File: src/rtcctl_pkg.sv
// Constants, field positions and types shared by the clock control register block
package rtcctl_pkg;

  // Timing
  localparam int CLK_HZ         = 250_000_000;
  localparam int CLK_PERIOD_NS  = 4;
  localparam int NV_PROG_MS     = 20;
  localparam int NV_PROG_CYCLES = CLK_HZ / 1000 * NV_PROG_MS;
  localparam int IRQ_PULSE_NS   = 1000;
  localparam logic [7:0] IRQ_PULSE_CYCLES = 8'(IRQ_PULSE_NS / CLK_PERIOD_NS);

  // Oscillator division and trim arithmetic
  localparam int OSC_HZ = 32768;
  localparam int OSC_LOG2 = 15;
  localparam logic [15:0] SEC_LAST = 16'(OSC_HZ - 1);
  localparam logic [15:0] SEC_HALF = 16'(OSC_HZ / 2);
  localparam int PPM_STEP_SMALL = 10;
  localparam int PPM_STEP_LARGE = 20;
  localparam logic [20:0] PPM_SCALE = 21'(1_000_000);

  // Bus address and register space
  localparam logic [6:0] DEV_ADDR    = 7'h6F;
  localparam logic [7:0] ADDR_CTL_LO = 8'h10;
  localparam logic [7:0] ADDR_CTL_HI = 8'h14;
  localparam logic [7:0] ADDR_RTC_LO = 8'h30;
  localparam logic [7:0] ADDR_SR     = 8'h3F;
  localparam logic [3:0] RTC_BYTES   = 4'h8;
  localparam int CTL_REGS = 5;
  localparam int IDX_BL   = 0;
  localparam int IDX_INT  = 1;
  localparam int IDX_ATR  = 2;
  localparam int IDX_DTR  = 3;
  localparam int IDX_PWR  = 4;

  // Status register layout and the enable sequence values
  localparam int SR_BAT  = 7;
  localparam int SR_AL1  = 6;
  localparam int SR_AL0  = 5;
  localparam int SR_REGISTER_WRITE_LATCH = 2;
  localparam int SR_WEL  = 1;
  localparam int SR_RTCF = 0;
  localparam logic [7:0] SR_CLEAR    = 8'h00;
  localparam logic [7:0] SR_SET_WEL  = 8'h02;
  localparam logic [7:0] SR_SET_REGISTER_WRITE_LATCH = 8'h06;

  // Control field positions
  localparam int INT_IM = 7;
  localparam int INT_ALARM1_IRQ_ENABLE = 6;
  localparam int INT_ALARM0_IRQ_ENABLE = 5;
  localparam int INT_FO_HI = 4;
  localparam int INT_FO_LO = 3;
  localparam int DTR_SIGN = 2;
  localparam int DTR_SMALL = 1;
  localparam int DTR_LARGE = 0;
  localparam int PWR_BUS_OFF_ON_BATTERY = 7;
  localparam int PWR_BSW = 6;

  // Reset values and writable bits
  localparam logic [7:0] RST_BL  = 8'h18;
  localparam logic [7:0] RST_INT = 8'h00;
  localparam logic [7:0] RST_ATR = 8'h00;
  localparam logic [7:0] RST_DTR = 8'h00;
  localparam logic [7:0] RST_PWR = 8'h40;
  localparam logic [7:0] WM_BL   = 8'hF8;
  localparam logic [7:0] WM_INT  = 8'hF8;
  localparam logic [7:0] WM_ATR  = 8'h3F;
  localparam logic [7:0] WM_DTR  = 8'h07;
  localparam logic [7:0] WM_PWR  = 8'hC7;

  typedef enum logic [1:0] {
    FSEL_ALARM = 2'h0, FSEL_32K = 2'h1, FSEL_4096 = 2'h2, FSEL_1HZ = 2'h3
  } rtcctl_fsel_type;

  // Supply reset thresholds: 4.64, 4.38, 3.09, 2.92, 2.63 volts
  typedef enum logic [2:0] {
    VRST_4V64 = 3'h0, VRST_4V38 = 3'h1, VRST_3V09 = 3'h2, VRST_2V92 = 3'h3,
    VRST_2V63 = 3'h4
  } rtcctl_vrst_type;

  typedef enum logic [4:0] {
    ST_IDLE = 5'h01, ST_RX = 5'h02, ST_ACK = 5'h04, ST_TX = 5'h08, ST_TXACK = 5'h10
  } rtcctl_st_type;

endpackage

File: src/rtcctl_bus_if.sv
// Byte-level link between the serial slave and the register file
`timescale 1ns/1ps
interface rtcctl_bus_if;
  logic       start;
  logic       stop;
  logic       wr_stb;
  logic [7:0] wr_byte;
  logic       rd_stb;
  logic [7:0] rd_byte;
  logic       busy;
  logic       en;
  modport slave (output start, stop, wr_stb, wr_byte, rd_stb, input rd_byte, busy, en);
  modport regs  (input start, stop, wr_stb, wr_byte, rd_stb, output rd_byte, busy, en);
endinterface

File: src/rtcctl_top.sv
// Clock/control register file, enable latches and shared alarm/frequency pin
//
// Summary of operation
// - Alarm drives the shared pin only with an enable set and frequency select zero.
// - Pulse mode with a single alarm enabled pulses the pin on every match.
// - Frequency select 00 alarm, 01 32.768kHz, 10 4096Hz, 11 1Hz from oscillator.
// - Any clock output selection suppresses the alarm function on the pin.
// - Digital trim varies oscillator counts per second to average out error.
// - Trim top bit is sign: 0 positive, 1 negative compensation.
// - Low magnitude bit gives 20ppm, high bit 10ppm, up to 30ppm.
// - Bus-off-on-battery set disables the serial bus on battery; default enabled.
// - Backup switch mode bit: 0 standard, 1 legacy which is default.
// - Three-bit reset level selects 4.64, 4.38, 3.09, 2.92 or 2.63 volts.
// - Reset level is nonvolatile; a control write with both latches set replaces the factory value.
// - Transfers start, send slave byte 11011110, an address, then stop.
// - Control writes start a programming cycle of up to 20ms; time writes fast.
// - Writes to undefined locations are ignored and change nothing.
// - A completed control space write clears the register write latch.
// - An aborted write leaves the register write latch set.
// - Writing zero to status clears both latches.
// - Reads between sequence steps do not disturb the pending sequence.
// - With both enables in pulse mode only alarm 0 pulses.
// - Pulsing continues until pulse mode or the alarm enables are cleared.
// - Single event mode holds the pin low until the alarm flag is read.
// - Status bit 2 is the register write latch, bit 1 the write latch.
`timescale 1ns/1ps
module rtcctl_top import rtcctl_pkg::*; #(
  parameter int unsigned NV_CYCLES   = NV_PROG_CYCLES,
  parameter logic [2:0]  VTS_FACTORY = VRST_4V64
) (
  // Clock and reset
  input  wire logic        clk_sys_i,
  input  wire logic        rst_i,
  // Two-wire serial bus pins
  input  wire logic        scl_i,
  input  wire logic        sda_i,
  output logic             sda_o,
  output logic             sda_oe_o,
  // Oscillator, supply state and alarm compare events
  input  wire logic        osc_i,
  input  wire logic        on_battery_i,
  input  wire logic        alarm0_match_i,
  input  wire logic        alarm1_match_i,
  // Shared alarm / frequency pin, open drain
  output logic             irq_fout_o,
  output logic             irq_fout_oe_o,
  // Configuration and status to the analog and supervisor blocks
  output logic [5:0]       trim_analog_o,
  output logic             backup_switch_mode_o,
  output logic [2:0]       reset_threshold_o,
  output logic             nv_busy_o,
  output logic             sec_tick_o
);

  localparam int NVW = $clog2(NV_CYCLES + 1);

  function automatic logic in_rng(input logic [7:0] a, input logic [7:0] lo,
                                  input logic [7:0] hi);
    return (a >= lo) && (a <= hi);
  endfunction

  function automatic logic [7:0] ctl_wmask(input int i);
    case (i)
      IDX_BL:  return WM_BL;
      IDX_INT: return WM_INT;
      IDX_ATR: return WM_ATR;
      IDX_DTR: return WM_DTR;
      default: return WM_PWR;
    endcase
  endfunction

  // Trim magnitude scaled by counts per second, in millionths of a count
  function automatic logic [20:0] trim_weight(input logic [7:0] dtr);
    logic [20:0] ppm;
    ppm = (dtr[DTR_SMALL] ? 21'(PPM_STEP_SMALL) : 21'h000000)
        + (dtr[DTR_LARGE] ? 21'(PPM_STEP_LARGE) : 21'h000000);
    return ppm << OSC_LOG2;
  endfunction

  //////////////////////////////////////////////////////////////////////////////
  // Synchronisers and serial slave

  logic [1:0] s1_q, s2_q;
  logic       osc_d3_q;
  rtcctl_bus_if bus ();

  always_ff @(posedge clk_sys_i) begin
    s1_q <= {osc_i, on_battery_i};
    s2_q <= s1_q;
    osc_d3_q <= s2_q[1];
  end

  wire osc_lvl  = s2_q[1];
  wire on_batt  = s2_q[0];
  wire osc_rise = osc_lvl & ~osc_d3_q;

  rtcctl_i2c_slave u_slave (
    .clk_sys_i (clk_sys_i),
    .rst_i     (rst_i),
    .scl_i     (scl_i),
    .sda_i     (sda_i),
    .sda_oe_o  (sda_oe_o),
    .bus       (bus.slave)
  );

  //////////////////////////////////////////////////////////////////////////////
  // Transaction tracking; data is staged and only committed at stop

  logic [7:0]          ctl_q [CTL_REGS];
  logic [7:0]          pend_q [CTL_REGS];
  logic [CTL_REGS-1:0] pmask_q;
  logic [1:0]          idx_q;
  logic                hi_ok_q;
  logic [7:0]          ptr_q, base_q, sr_pend_q;
  logic [3:0]          cnt_q;
  logic                wel_q, register_write_latch_q, al0_q, al1_q, rtcf_q;
  logic                nv_busy_q;
  logic [NVW-1:0]      nv_cnt_q;

  wire [7:0] base_end = base_q + {4'h0, cnt_q} - 8'h01;
  wire       latched  = wel_q & register_write_latch_q;
  wire       commit   = bus.stop & hi_ok_q & (cnt_q != 4'h0);
  wire       sr_ok    = commit & (base_q == ADDR_SR) & (cnt_q == 4'h1);
  wire       ctl_ok   = commit & latched & in_rng(base_q, ADDR_CTL_LO, ADDR_CTL_HI)
                      & (base_end <= ADDR_CTL_HI);
  wire       rtc_ok   = commit & latched & (base_q == ADDR_RTC_LO) & (cnt_q == RTC_BYTES);
  wire       ptr_ctl  = in_rng(ptr_q, ADDR_CTL_LO, ADDR_CTL_HI);
  wire [2:0] ptr_idx  = 3'(ptr_q - ADDR_CTL_LO);
  wire       sr_read  = bus.rd_stb & (ptr_q == ADDR_SR);
  wire [7:0] status   = {on_batt, al1_q, al0_q, 2'b00, register_write_latch_q, wel_q, rtcf_q};

  assign bus.rd_byte = (ptr_q == ADDR_SR) ? status : (ptr_ctl ? ctl_q[ptr_idx] : 8'h00);
  assign bus.busy    = nv_busy_q;
  assign bus.en      = ~(on_batt & ctl_q[IDX_PWR][PWR_BUS_OFF_ON_BATTERY]);

  always_ff @(posedge clk_sys_i) begin
    if (rst_i || bus.start || bus.stop) begin
      idx_q <= 2'h0;
      cnt_q <= 4'h0;
      pmask_q <= '0;
    end else if (bus.wr_stb) begin
      idx_q <= (idx_q == 2'h2) ? idx_q : idx_q + 2'h1;
      if (idx_q == 2'h2 && cnt_q != 4'hF) begin
        cnt_q <= cnt_q + 4'h1;
      end
      if (idx_q == 2'h2 && ptr_ctl) begin
        pmask_q[ptr_idx] <= 1'b1;
      end
    end
  end

  // A random read reuses the pointer set by a preceding address-only write
  always_ff @(posedge clk_sys_i) begin
    if (rst_i) begin
      ptr_q <= 8'h00;
      base_q <= 8'h00;
      hi_ok_q <= 1'b0;
      sr_pend_q <= 8'h00;
    end else if (bus.wr_stb) begin
      unique case (idx_q)
        2'h0: hi_ok_q <= (bus.wr_byte == 8'h00);
        2'h1: begin
          ptr_q <= bus.wr_byte;
          base_q <= bus.wr_byte;
        end
        default: begin
          ptr_q <= ptr_q + 8'h01;
          if (ptr_q == ADDR_SR) begin
            sr_pend_q <= bus.wr_byte;
          end
        end
      endcase
    end else if (bus.rd_stb) begin
      ptr_q <= ptr_q + 8'h01;
    end
  end

  always_ff @(posedge clk_sys_i) begin
    if (bus.wr_stb && idx_q == 2'h2 && ptr_ctl) begin
      pend_q[ptr_idx] <= bus.wr_byte;
    end
  end

  //////////////////////////////////////////////////////////////////////////////
  // Enable latches, alarm flags and the control registers

  always_ff @(posedge clk_sys_i) begin
    if (rst_i) begin
      wel_q <= 1'b0;
      register_write_latch_q <= 1'b0;
    end else if (sr_ok) begin
      unique case (sr_pend_q)
        SR_CLEAR: begin
          wel_q <= 1'b0;
          register_write_latch_q <= 1'b0;
        end
        SR_SET_WEL: begin
          wel_q <= 1'b1;
          register_write_latch_q <= 1'b0;
        end
        SR_SET_REGISTER_WRITE_LATCH: register_write_latch_q <= wel_q;
        default: ;
      endcase
    end else if (ctl_ok || rtc_ok) begin
      register_write_latch_q <= 1'b0;
    end
  end

  // Hardware set wins over the clear caused by reading the status byte
  always_ff @(posedge clk_sys_i) begin
    if (rst_i) begin
      al0_q <= 1'b0;
      al1_q <= 1'b0;
      rtcf_q <= 1'b1;
    end else begin
      al0_q <= alarm0_match_i | (al0_q & ~sr_read);
      al1_q <= alarm1_match_i | (al1_q & ~sr_read);
      rtcf_q <= rtcf_q & ~rtc_ok;
    end
  end

  // Time values are accepted for the sequence but kept by the counting logic elsewhere
  always_ff @(posedge clk_sys_i) begin
    for (int i = 0; i < CTL_REGS; i++) begin
      if (rst_i) begin
        ctl_q[i] <= (i == IDX_BL) ? RST_BL : (i == IDX_INT) ? RST_INT :
                    (i == IDX_ATR) ? RST_ATR : (i == IDX_DTR) ? RST_DTR :
                    (RST_PWR | {5'h00, VTS_FACTORY});
      end else if (ctl_ok && pmask_q[i]) begin
        ctl_q[i] <= pend_q[i] & ctl_wmask(i);
      end
    end
  end

  // Busy refuses the device address so no transfer lands mid-programming
  always_ff @(posedge clk_sys_i) begin
    if (rst_i) begin
      nv_busy_q <= 1'b0;
      nv_cnt_q <= '0;
    end else if (ctl_ok) begin
      nv_busy_q <= 1'b1;
      nv_cnt_q <= NVW'(NV_CYCLES - 1);
    end else if (nv_cnt_q != '0) begin
      nv_cnt_q <= nv_cnt_q - 1'b1;
    end else begin
      nv_busy_q <= 1'b0;
    end
  end

  assign trim_analog_o        = ctl_q[IDX_ATR][5:0];
  assign backup_switch_mode_o = ctl_q[IDX_PWR][PWR_BSW];
  assign reset_threshold_o    = ctl_q[IDX_PWR][2:0];
  assign nv_busy_o            = nv_busy_q;

  //////////////////////////////////////////////////////////////////////////////
  // Oscillator division with digital trim

  logic [2:0]  div8_q;
  logic [15:0] sec_cnt_q;
  logic [19:0] acc_q;
  logic        skip_q, sec_tick_q;

  wire [7:0]  dtr      = ctl_q[IDX_DTR];
  wire [20:0] acc_sum  = {1'b0, acc_q} + trim_weight(dtr);
  wire        acc_wrap = acc_sum >= PPM_SCALE;
  // Positive trim means a slow crystal, so the adjusted second is one count shorter
  wire [15:0] sec_last = !skip_q ? SEC_LAST :
                         (dtr[DTR_SIGN] ? SEC_LAST + 16'h0001 : SEC_LAST - 16'h0001);
  wire        sec_end  = osc_rise & (sec_cnt_q >= sec_last);

  always_ff @(posedge clk_sys_i) begin
    if (rst_i) begin
      div8_q <= 3'h0;
      sec_cnt_q <= 16'h0000;
    end else if (osc_rise) begin
      div8_q <= div8_q + 3'h1;
      sec_cnt_q <= sec_end ? 16'h0000 : sec_cnt_q + 16'h0001;
    end
  end

  always_ff @(posedge clk_sys_i) begin
    if (rst_i) begin
      acc_q <= 20'h00000;
      skip_q <= 1'b0;
      sec_tick_q <= 1'b0;
    end else begin
      sec_tick_q <= sec_end;
      if (sec_end) begin
        skip_q <= acc_wrap;
        acc_q <= acc_wrap ? 20'(acc_sum - PPM_SCALE) : acc_sum[19:0];
      end
    end
  end

  assign sec_tick_o = sec_tick_q;

  //////////////////////////////////////////////////////////////////////////////
  // Shared alarm / frequency pin

  logic [7:0] pulse_q;
  logic       irq_oe_q, irq_o_q, sda_o_q;

  rtcctl_fsel_type fsel;
  assign fsel = rtcctl_fsel_type'(ctl_q[IDX_INT][INT_FO_HI:INT_FO_LO]);
  wire im      = ctl_q[IDX_INT][INT_IM];
  wire alarm0_irq_enable    = ctl_q[IDX_INT][INT_ALARM0_IRQ_ENABLE];
  wire alarm1_irq_enable    = ctl_q[IDX_INT][INT_ALARM1_IRQ_ENABLE];
  wire alarm_on = (fsel == FSEL_ALARM) & (alarm0_irq_enable | alarm1_irq_enable);
  wire pulse_hit = im & (alarm0_irq_enable ? alarm0_match_i : (alarm1_irq_enable & alarm1_match_i));
  wire level_low = (alarm0_irq_enable & al0_q) | (alarm1_irq_enable & al1_q);
  logic irq_low;

  always_comb begin
    unique case (fsel)
      FSEL_ALARM: irq_low = alarm_on & (im ? (pulse_q != 8'h00) : level_low);
      FSEL_32K:   irq_low = ~osc_lvl;
      FSEL_4096:  irq_low = ~div8_q[2];
      FSEL_1HZ:   irq_low = sec_cnt_q >= SEC_HALF;
    endcase
  end

  always_ff @(posedge clk_sys_i) begin
    if (rst_i) begin
      pulse_q <= 8'h00;
    end else if (pulse_hit && alarm_on) begin
      pulse_q <= IRQ_PULSE_CYCLES;
    end else if (pulse_q != 8'h00) begin
      pulse_q <= pulse_q - 8'h01;
    end
  end

  // Open-drain pins only ever pull low, so their data bits stay at zero
  always_ff @(posedge clk_sys_i) begin
    irq_oe_q <= !rst_i && irq_low;
    irq_o_q <= 1'b0;
    sda_o_q <= 1'b0;
  end

  assign irq_fout_oe_o = irq_oe_q;
  assign irq_fout_o    = irq_o_q;
  assign sda_o         = sda_o_q;
endmodule

File: src/rtcctl_i2c_slave.sv
// Two-wire serial slave: start/stop detection, byte shifting and acknowledge
`timescale 1ns/1ps
module rtcctl_i2c_slave import rtcctl_pkg::*; (
  // Clock and reset
  input  wire logic    clk_sys_i,
  input  wire logic    rst_i,
  // Bus pins
  input  wire logic    scl_i,
  input  wire logic    sda_i,
  output logic         sda_oe_o,
  // Register side
  rtcctl_bus_if.slave  bus
);

  logic [1:0]    p1_q, p2_q, p3_q;
  rtcctl_st_type st_q;
  logic [7:0]    sh_q;
  logic [3:0]    bcnt_q;
  logic          first_q;
  logic          rd_q;

  // The second and third stages feed logic; the first is purely metastability settling
  always_ff @(posedge clk_sys_i) begin
    p1_q <= {scl_i, sda_i};
    p2_q <= p1_q;
    p3_q <= p2_q;
  end

  wire scl     = p2_q[1];
  wire sda     = p2_q[0];
  wire start_w = scl & p3_q[1] & p3_q[0] & ~sda;
  wire stop_w  = scl & p3_q[1] & ~p3_q[0] & sda;
  wire rise    = scl & ~p3_q[1];
  wire fall    = ~scl & p3_q[1];
  wire addr_ok = (sh_q[7:1] == DEV_ADDR) & ~bus.busy;

  always_ff @(posedge clk_sys_i) begin
    bus.start  <= 1'b0;
    bus.stop   <= 1'b0;
    bus.wr_stb <= 1'b0;
    bus.rd_stb <= 1'b0;
    if (rst_i) begin
      st_q <= ST_IDLE;
      sda_oe_o <= 1'b0;
      sh_q <= 8'h00;
      bcnt_q <= 4'h0;
      first_q <= 1'b0;
      rd_q <= 1'b0;
      bus.wr_byte <= 8'h00;
    end else if (!bus.en || stop_w) begin
      st_q <= ST_IDLE;
      sda_oe_o <= 1'b0;
      bus.stop <= stop_w & bus.en;
    end else if (start_w) begin
      st_q <= ST_RX;
      bcnt_q <= 4'h0;
      first_q <= 1'b1;
      sda_oe_o <= 1'b0;
      bus.start <= 1'b1;
    end else begin
      unique case (st_q)
        ST_IDLE: ;
        ST_RX: begin
          if (rise) begin
            sh_q <= {sh_q[6:0], sda};
            bcnt_q <= bcnt_q + 4'h1;
          end else if (fall && bcnt_q == 4'h8) begin
            first_q <= 1'b0;
            if (!first_q || addr_ok) begin
              sda_oe_o <= 1'b1;
              st_q <= ST_ACK;
            end else begin
              st_q <= ST_IDLE;
            end
            if (first_q) begin
              rd_q <= sh_q[0];
            end else begin
              bus.wr_stb <= 1'b1;
              bus.wr_byte <= sh_q;
            end
          end
        end
        ST_ACK, ST_TXACK: begin
          if (st_q == ST_TXACK && rise && sda) begin
            st_q <= ST_IDLE;
          end else if (fall && rd_q) begin
            sh_q <= bus.rd_byte;
            sda_oe_o <= ~bus.rd_byte[7];
            bcnt_q <= 4'h1;
            bus.rd_stb <= 1'b1;
            st_q <= ST_TX;
          end else if (fall) begin
            sda_oe_o <= 1'b0;
            bcnt_q <= 4'h0;
            st_q <= ST_RX;
          end
        end
        ST_TX: begin
          if (fall && bcnt_q == 4'h8) begin
            sda_oe_o <= 1'b0;
            st_q <= ST_TXACK;
          end else if (fall) begin
            sda_oe_o <= ~sh_q[6];
            sh_q <= {sh_q[6:0], 1'b0};
            bcnt_q <= bcnt_q + 4'h1;
          end
        end
      endcase
    end
  end
endmodule

File: config.mk
export PLATFORM = sky130hd
export DESIGN_NAME = rtcctl_top
export DESIGN_NICKNAME = d
export VERILOG_FILES = /design/src/rtcctl_pkg.sv /design/src/rtcctl_bus_if.sv /design/src/rtcctl_top.sv /design/src/rtcctl_i2c_slave.sv
export SDC_FILE = /design/constraint.sdc
export NUM_CORES = 1
export LEC_CHECK = 0
export BUFFER_PORTS_ARGS = -buffer_cell sky130_fd_sc_hd__buf_2
export CORE_AREA = 3 3 154 156
export CTS_BUF_LIST = sky130_fd_sc_hd__clkbuf_2
export DETAILED_ROUTE_END_ITERATION = 7
export DIE_AREA = 0 0 157 159
export PLACE_DENSITY = 0.56
export SLEW_MARGIN = 20
export SYNTH_ARGS = -nofsm -noshare
export SYNTH_HDL_FRONTEND = slang
export SYNTH_SLANG_ARGS = --single-unit
File: constraint.sdc
create_clock -name clk_sys_i -period 4.25 [get_ports clk_sys_i]
set_clock_uncertainty 0.1 [all_clocks]
set_input_delay 0.2125 -clock clk_sys_i [delete_from_list [all_inputs] [get_ports clk_sys_i]]
set_output_delay 0.2125 -clock clk_sys_i [all_outputs]
set_load 0.005 [all_outputs]
## Word level (Yosys, flattened, before mapping)

Memories as Yosys holds them, arrays and structs flattened.
Cells that the tools add are included.

| storage, ports and cells | value |
|---|---|
| register bits after elaboration | 158 |
| latch bits | 0 |
| RAM bits | 80 |
| memory bits (read-only) | 0 |
| input port bits | 8 |
| output and inout bits | 16 |
| word-level logic and storage cells | 347 |
| memories kept | 2 |

| operators by class | value |
|---|---|
| add/sub/neg operators | 14 |
| multipliers | 0 |
| divide/modulo/power cells | 0 |
| order comparisons | 10 |
| equality and inequality tests | 44 |
| shift operators | 0 |
| muxes and demuxes | 99 |
| bitwise gates (word level) | 69 |
| reductions and logical operators | 68 |

Memories:

| name | depth | width | read ports | clocked after memory_dff | write ports | line | RTL |
|---|---|---|---|---|---|---|---|
| ctl_q | 5 | 8 | 5 | 0 | 5 | rtcctl_top.sv:109 | `logic [7:0] ctl_q [CTL_REGS];` |
| pend_q | 5 | 8 | 5 | 0 | 1 | rtcctl_top.sv:110 | `logic [7:0] pend_q [CTL_REGS];` |

Operators by type and width:

| cell | number |
|---|---|
| $mux W8 | 26 |
| $mux W16 | 3 |
| $mux W23 | 2 |
| $mux W1 | 41 |
| $and A8 B8 Y8 | 5 |
| $mux W5 | 7 |
| $and A1 B1 Y1 | 32 |
| $mux W4 | 8 |
| $eq A8 B6 Y1 const B | 3 |
| $le A8 B5 Y1 const B | 3 |
| $pmux W8 S3 | 1 |
| $reduce_bool A23 Y1 | 1 |
| $sub A23 B1 Y23 const B | 1 |
| $not A1 Y1 | 22 |
| $add A20 B21 Y21 | 1 |
| $ge A21 B20 Y1 const B | 1 |
| $mux W20 | 1 |
| $sub A20 B20 Y20 const B | 1 |
| $logic_and A1 B1 Y1 | 18 |
| $ne A3 B1 Y1 const B | 6 |
| $add A16 B1 Y16 const B | 1 |
| $ge A16 B15 Y1 const B | 1 |
| $ge A16 B16 Y1 | 1 |
| $ge A8 B5 Y1 const B | 2 |
| other kinds (57) | 116 |

## Logic depth before layout (Yosys ltp)

| logic depth | value |
|---|---|
| depth in word-level cells | 10 |
| gate-level depth with buffers | 13 |
| mapped depth without buffers | 12 |

## Cells and area by module

A second synthesis with hierarchy kept.

| unflattened totals | value |
|---|---|
| cell total of the unflattened synthesis | 1,114 |
| area, all modules | 10,224.8 sq um |

By module, submodules not included:

| module | times used | cells an instance | area each (sq um) | sequential area each (sq um) |
|---|---|---|---|---|
| rtcctl_top | 1 | 898 | 8,325.5 | 3,783.6 |
| rtcctl_i2c_slave | 1 | 216 | 1,899.3 | 760.7 |

## Least setup slack after synthesis

No wires, ideal clock.

| timing | value |
|---|---|
| path kind | flip-flop to flip-flop |
| from | reg base_q[1] |
| to | mem ctl_q[2][0], enable pin |
| setup time | 0.316 ns |
| data arrival time | 2.780 ns |
| data required time | 3.834 ns |
| setup slack | 1.054 ns |
| cell stages (with the launch flop) | 14 |
| path buffers | 1 |
| clock period less this slack | 3.196 ns |
| cell sequence | dfxtp_1 inv_1 ha_1 inv_1 ha_1 inv_1 fa_1 nor2b_1 o221ai_1 mux2i_1 nor3_1 nor4_2 clkbuf_1 a21o_1 |

RTL lines:

| element | line | RTL |
|---|---|---|
| start: declaration | rtcctl_top.sv:114 | `logic [7:0] ptr_q, base_q, sr_pend_q;` |
| start signal: assignment | rtcctl_top.sv:164 | `base_q <= bus.wr_byte;` |
| end: declaration | rtcctl_top.sv:109 |  |

==> results.cfg <==
[clock_network]
clkTransAtPathRegs_ps = 90
h-tree-depth = 2
ctsResizeCount = 0
cts_root_buffer = clkbuf_2
numCtsBuffers = 55
cts_setup_buffers = 0
cts_tree = done
cts_sinks = 203
clk_latency_ps = 820
cts-root-to-sink-buffers = 3

[floorplanning]
fp-row-count = 55
dieArea_sq_um = 24960
io-pin-count = 24
placeableCoreArea_sq_um = 22500
initial_utilization_pct = 44.60
die_w_microns = 157
die_h_microns = 159

[timing]
setup_violations = 0
slew_violations = 0
hold_viol = 0
post-route-period-util_pct = 79.78
slew_headroom_pct = 40.31
worst_slack_ps = 859.2
tns_ps = 0
min_period_ps = 3391
fmax_ghz = 0.2949
rsz0062_at_grt = no
tightest_slew_ps = 888.5

[setup_path]
crit_path_start = base_q[1]
rr_endpoint = ctl_q[2][0]
cpMostUsedCell = inv_1
cp_slowest_stage_delay_ps = 410
start_kind = flop
critPathArrivalTime_ps = 3800
worst-r2r-setup-slack_ps = 860
r2r_cells = 13
cp_cell_sequence = inv_1, ha_1, inv_1, ha_1, inv_1, fa_1, nor2b_1, o221ai_1, mux2i_1, nor3_1, nor4_4, buf_4, a21o_1
endpoint = ctl_q[2][0]
cp_max_fo = 41
cp-end-kind = flop
r2r_start = base_q[1]
crit_slowest_cell = buf_4
worst-setup-path-type = flop to flop
critical_path_required_ps = 4660

[routing]
dr_total_vias = 8012
wl_per_cell_microns = 16.02
drt_iter0_markers = 349
wl_microns = 23600
ant_nets = 0
drc = 0
first_pass_iters = 5
viasPerCell = 5.439

[synth]
synthCells = 1084
synth_xor_area_share_pct = 4.014
ys_seq_elements = 203
synth.area.mux_share_pct = 3.603
syn_area_per_cell_sq_um = 9.259
synth-simple-area-share_pct = 22.53
syn_area_sq_um = 10040
synth-compound-area-share_pct = 13.95
synth_edf_count = 48
synth_top_family_by_area = simple AND/OR/NAND/NOR gates
synthDistinctLibCells = 76
synth_fa_ha_area_share_pct = 6.632
async_flop_share_pct = 0
ys_warn_count = 0
ys.flop_type = dfxtp_1
ys_seq_area_share_pct = 45.28

[pwr]
ir_worst_vdd_v = 0.0001890
total_leakage_power_uw = 0.004354
power.density_nw_per_um2 = 415.2
power.total_uw = 4586

[final_layout]
final_cell_mix = dfxtp_1, nand2_1, nor2_1, clkbuf_2, a21oi_1
post-route-util_pct = 49.08
area_growth_pct = 10.03
finalNetCount = 1204
drive_above_1_share_pct = 12.55
final_common_cell = dfxtp_1
stdcell_area_sq_um = 11040

[grt]
grt_first_pass_wirelength_microns = 38780
grt_pass1_vias = 7780
grt_max_degree = 67
track_usage_pct = 18.81
grt-ovfl-total = 0
antenna_found_initial = 2

[min_path]
min_path_type = flop to flop

[run]
cap_violations = 0

[placement]
postPlaceCellArea_sq_um = 10410
preCtsSetupSlack_ps = 813.0
portBuffers = 21
gpl.final_weighted_congestion = 0.8121
dp_hpwl_microns = 16180

[status]
status = finished clean
-- worst min path at each step --
stage	startpoint	end	cells past startpoint
floorplan	on_battery_i	s1_q[0]	0
finish	u_slave.p1_q[0]	u_slave.p2_q[0]	0
detailed placement	u_slave.p1_q[1]	u_slave.p2_q[1]	0
global placement	s1_q[1]	s2_q[1]	0
global route	u_slave.p1_q[0]	u_slave.p2_q[0]	0
CTS	u_slave.p1_q[0]	u_slave.p2_q[0]	0
-- synth_stat cells, types with 25 or more instances --
library cell	n	share of area, %
dfxtp_1	155	31
nand2_1	106	4.0
nor2_1	105	3.9
a21oi_1	84	4.2
inv_1	55	2.1
ha_1	50	6.2
edfxtp_1	48	14
nor3_1	39	1.9
clkbuf_1	32	1.2
nand3_1	32	1.6
o21ai_0	31	1.5
xnor2_1	28	2.4
mux2i_1	26	2.6
and4_1	25	2.2
-- through the flow --
stage	std cells	hold slack, ps
6_report	1473	234.2
5_1_grt	1473	235.9
4_1_cts	1472	239.3
3_5_place_dp	1359	213.6
3_3_place_gp	1359	210.4
2_1_floorplan	1085	140.2
-- registers in the layout, summed over array words and instances (netlist names), 4 cells and up, named ones only --
| signal | flops |
|---|---|
| acc_q | 14 |
| base_q | 8 |
| cnt_q | 4 |
| ctl_q | 24 |
| nv_cnt_q | 23 |
| pend_q | 24 |
| pmask_q | 5 |
| ptr_q | 8 |
| pulse_q | 8 |
| sec_cnt_q | 16 |
| sr_pend_q | 8 |
| u_slave.bcnt_q | 4 |
| u_slave.bus.wr_byte | 8 |
| u_slave.sh_q | 8 |
| u_slave.st_q | 5 |
-- layout make-up --
class / instances / area [sq um]
Inverter: 55 / 206.4
Tap cell: 285 / 356.6
Fill cell: 2202 / 11460
Sequential cell: 203 / 4544
Antenna cell: 1 / 2.502
Timing Repair Buffer: 46 / 327.8
Multi-Input combinational cell: 783 / 5107
Clock inverter: 13 / 63.81
Clock buffer: 87 / 435.4
-- cell families (layout without fill, tap and decap cells) --
| logic type | after synthesis | after routing |
|---|---|---|
| xor+xnor | 46 | 46 |
| buf+inv | 99 | 201 |
| compound gates | 217 | 217 |
| fa+ha+maj | 52 | 52 |
| other cells | 1 | 3 |
| flops | 203 | 203 |
| simple gates | 432 | 432 |
| mux | 34 | 34 |
-- repair_timing --
item	CTS	global route
hold buffers	13	0
endpoints found under the setup margin	0	0
hold endpoints to repair	56	0
-- critical path, delay by kind of cell, from the launching register on --
kind	cells	cell delay [ps]
AOI/OAI and AO/OA	2	470
adders and majority gates	3	870
buffers and inverters	4	590
DFF	1	370
muxes	1	170
and+or+nand+nor	3	530
-- report_power, final --
part | internal [uW] | total [uW] | switching, uW
Clock | 545 | 1360 | 812
Sequential | 2110 | 2250 | 136
Combinational | 432 | 979 | 547
-- metal layers --
layer  wire length [microns]  GRT usage, %  part of all wire [%]
met5                      11             0                 0.047
met4                     726         7.362                   3.1
met3                     881         3.425                   3.7
met2                   11190         31.40                    47
met1                   10790         24.04                    46
Note: power is estimated with default switching activity, not from simulation.
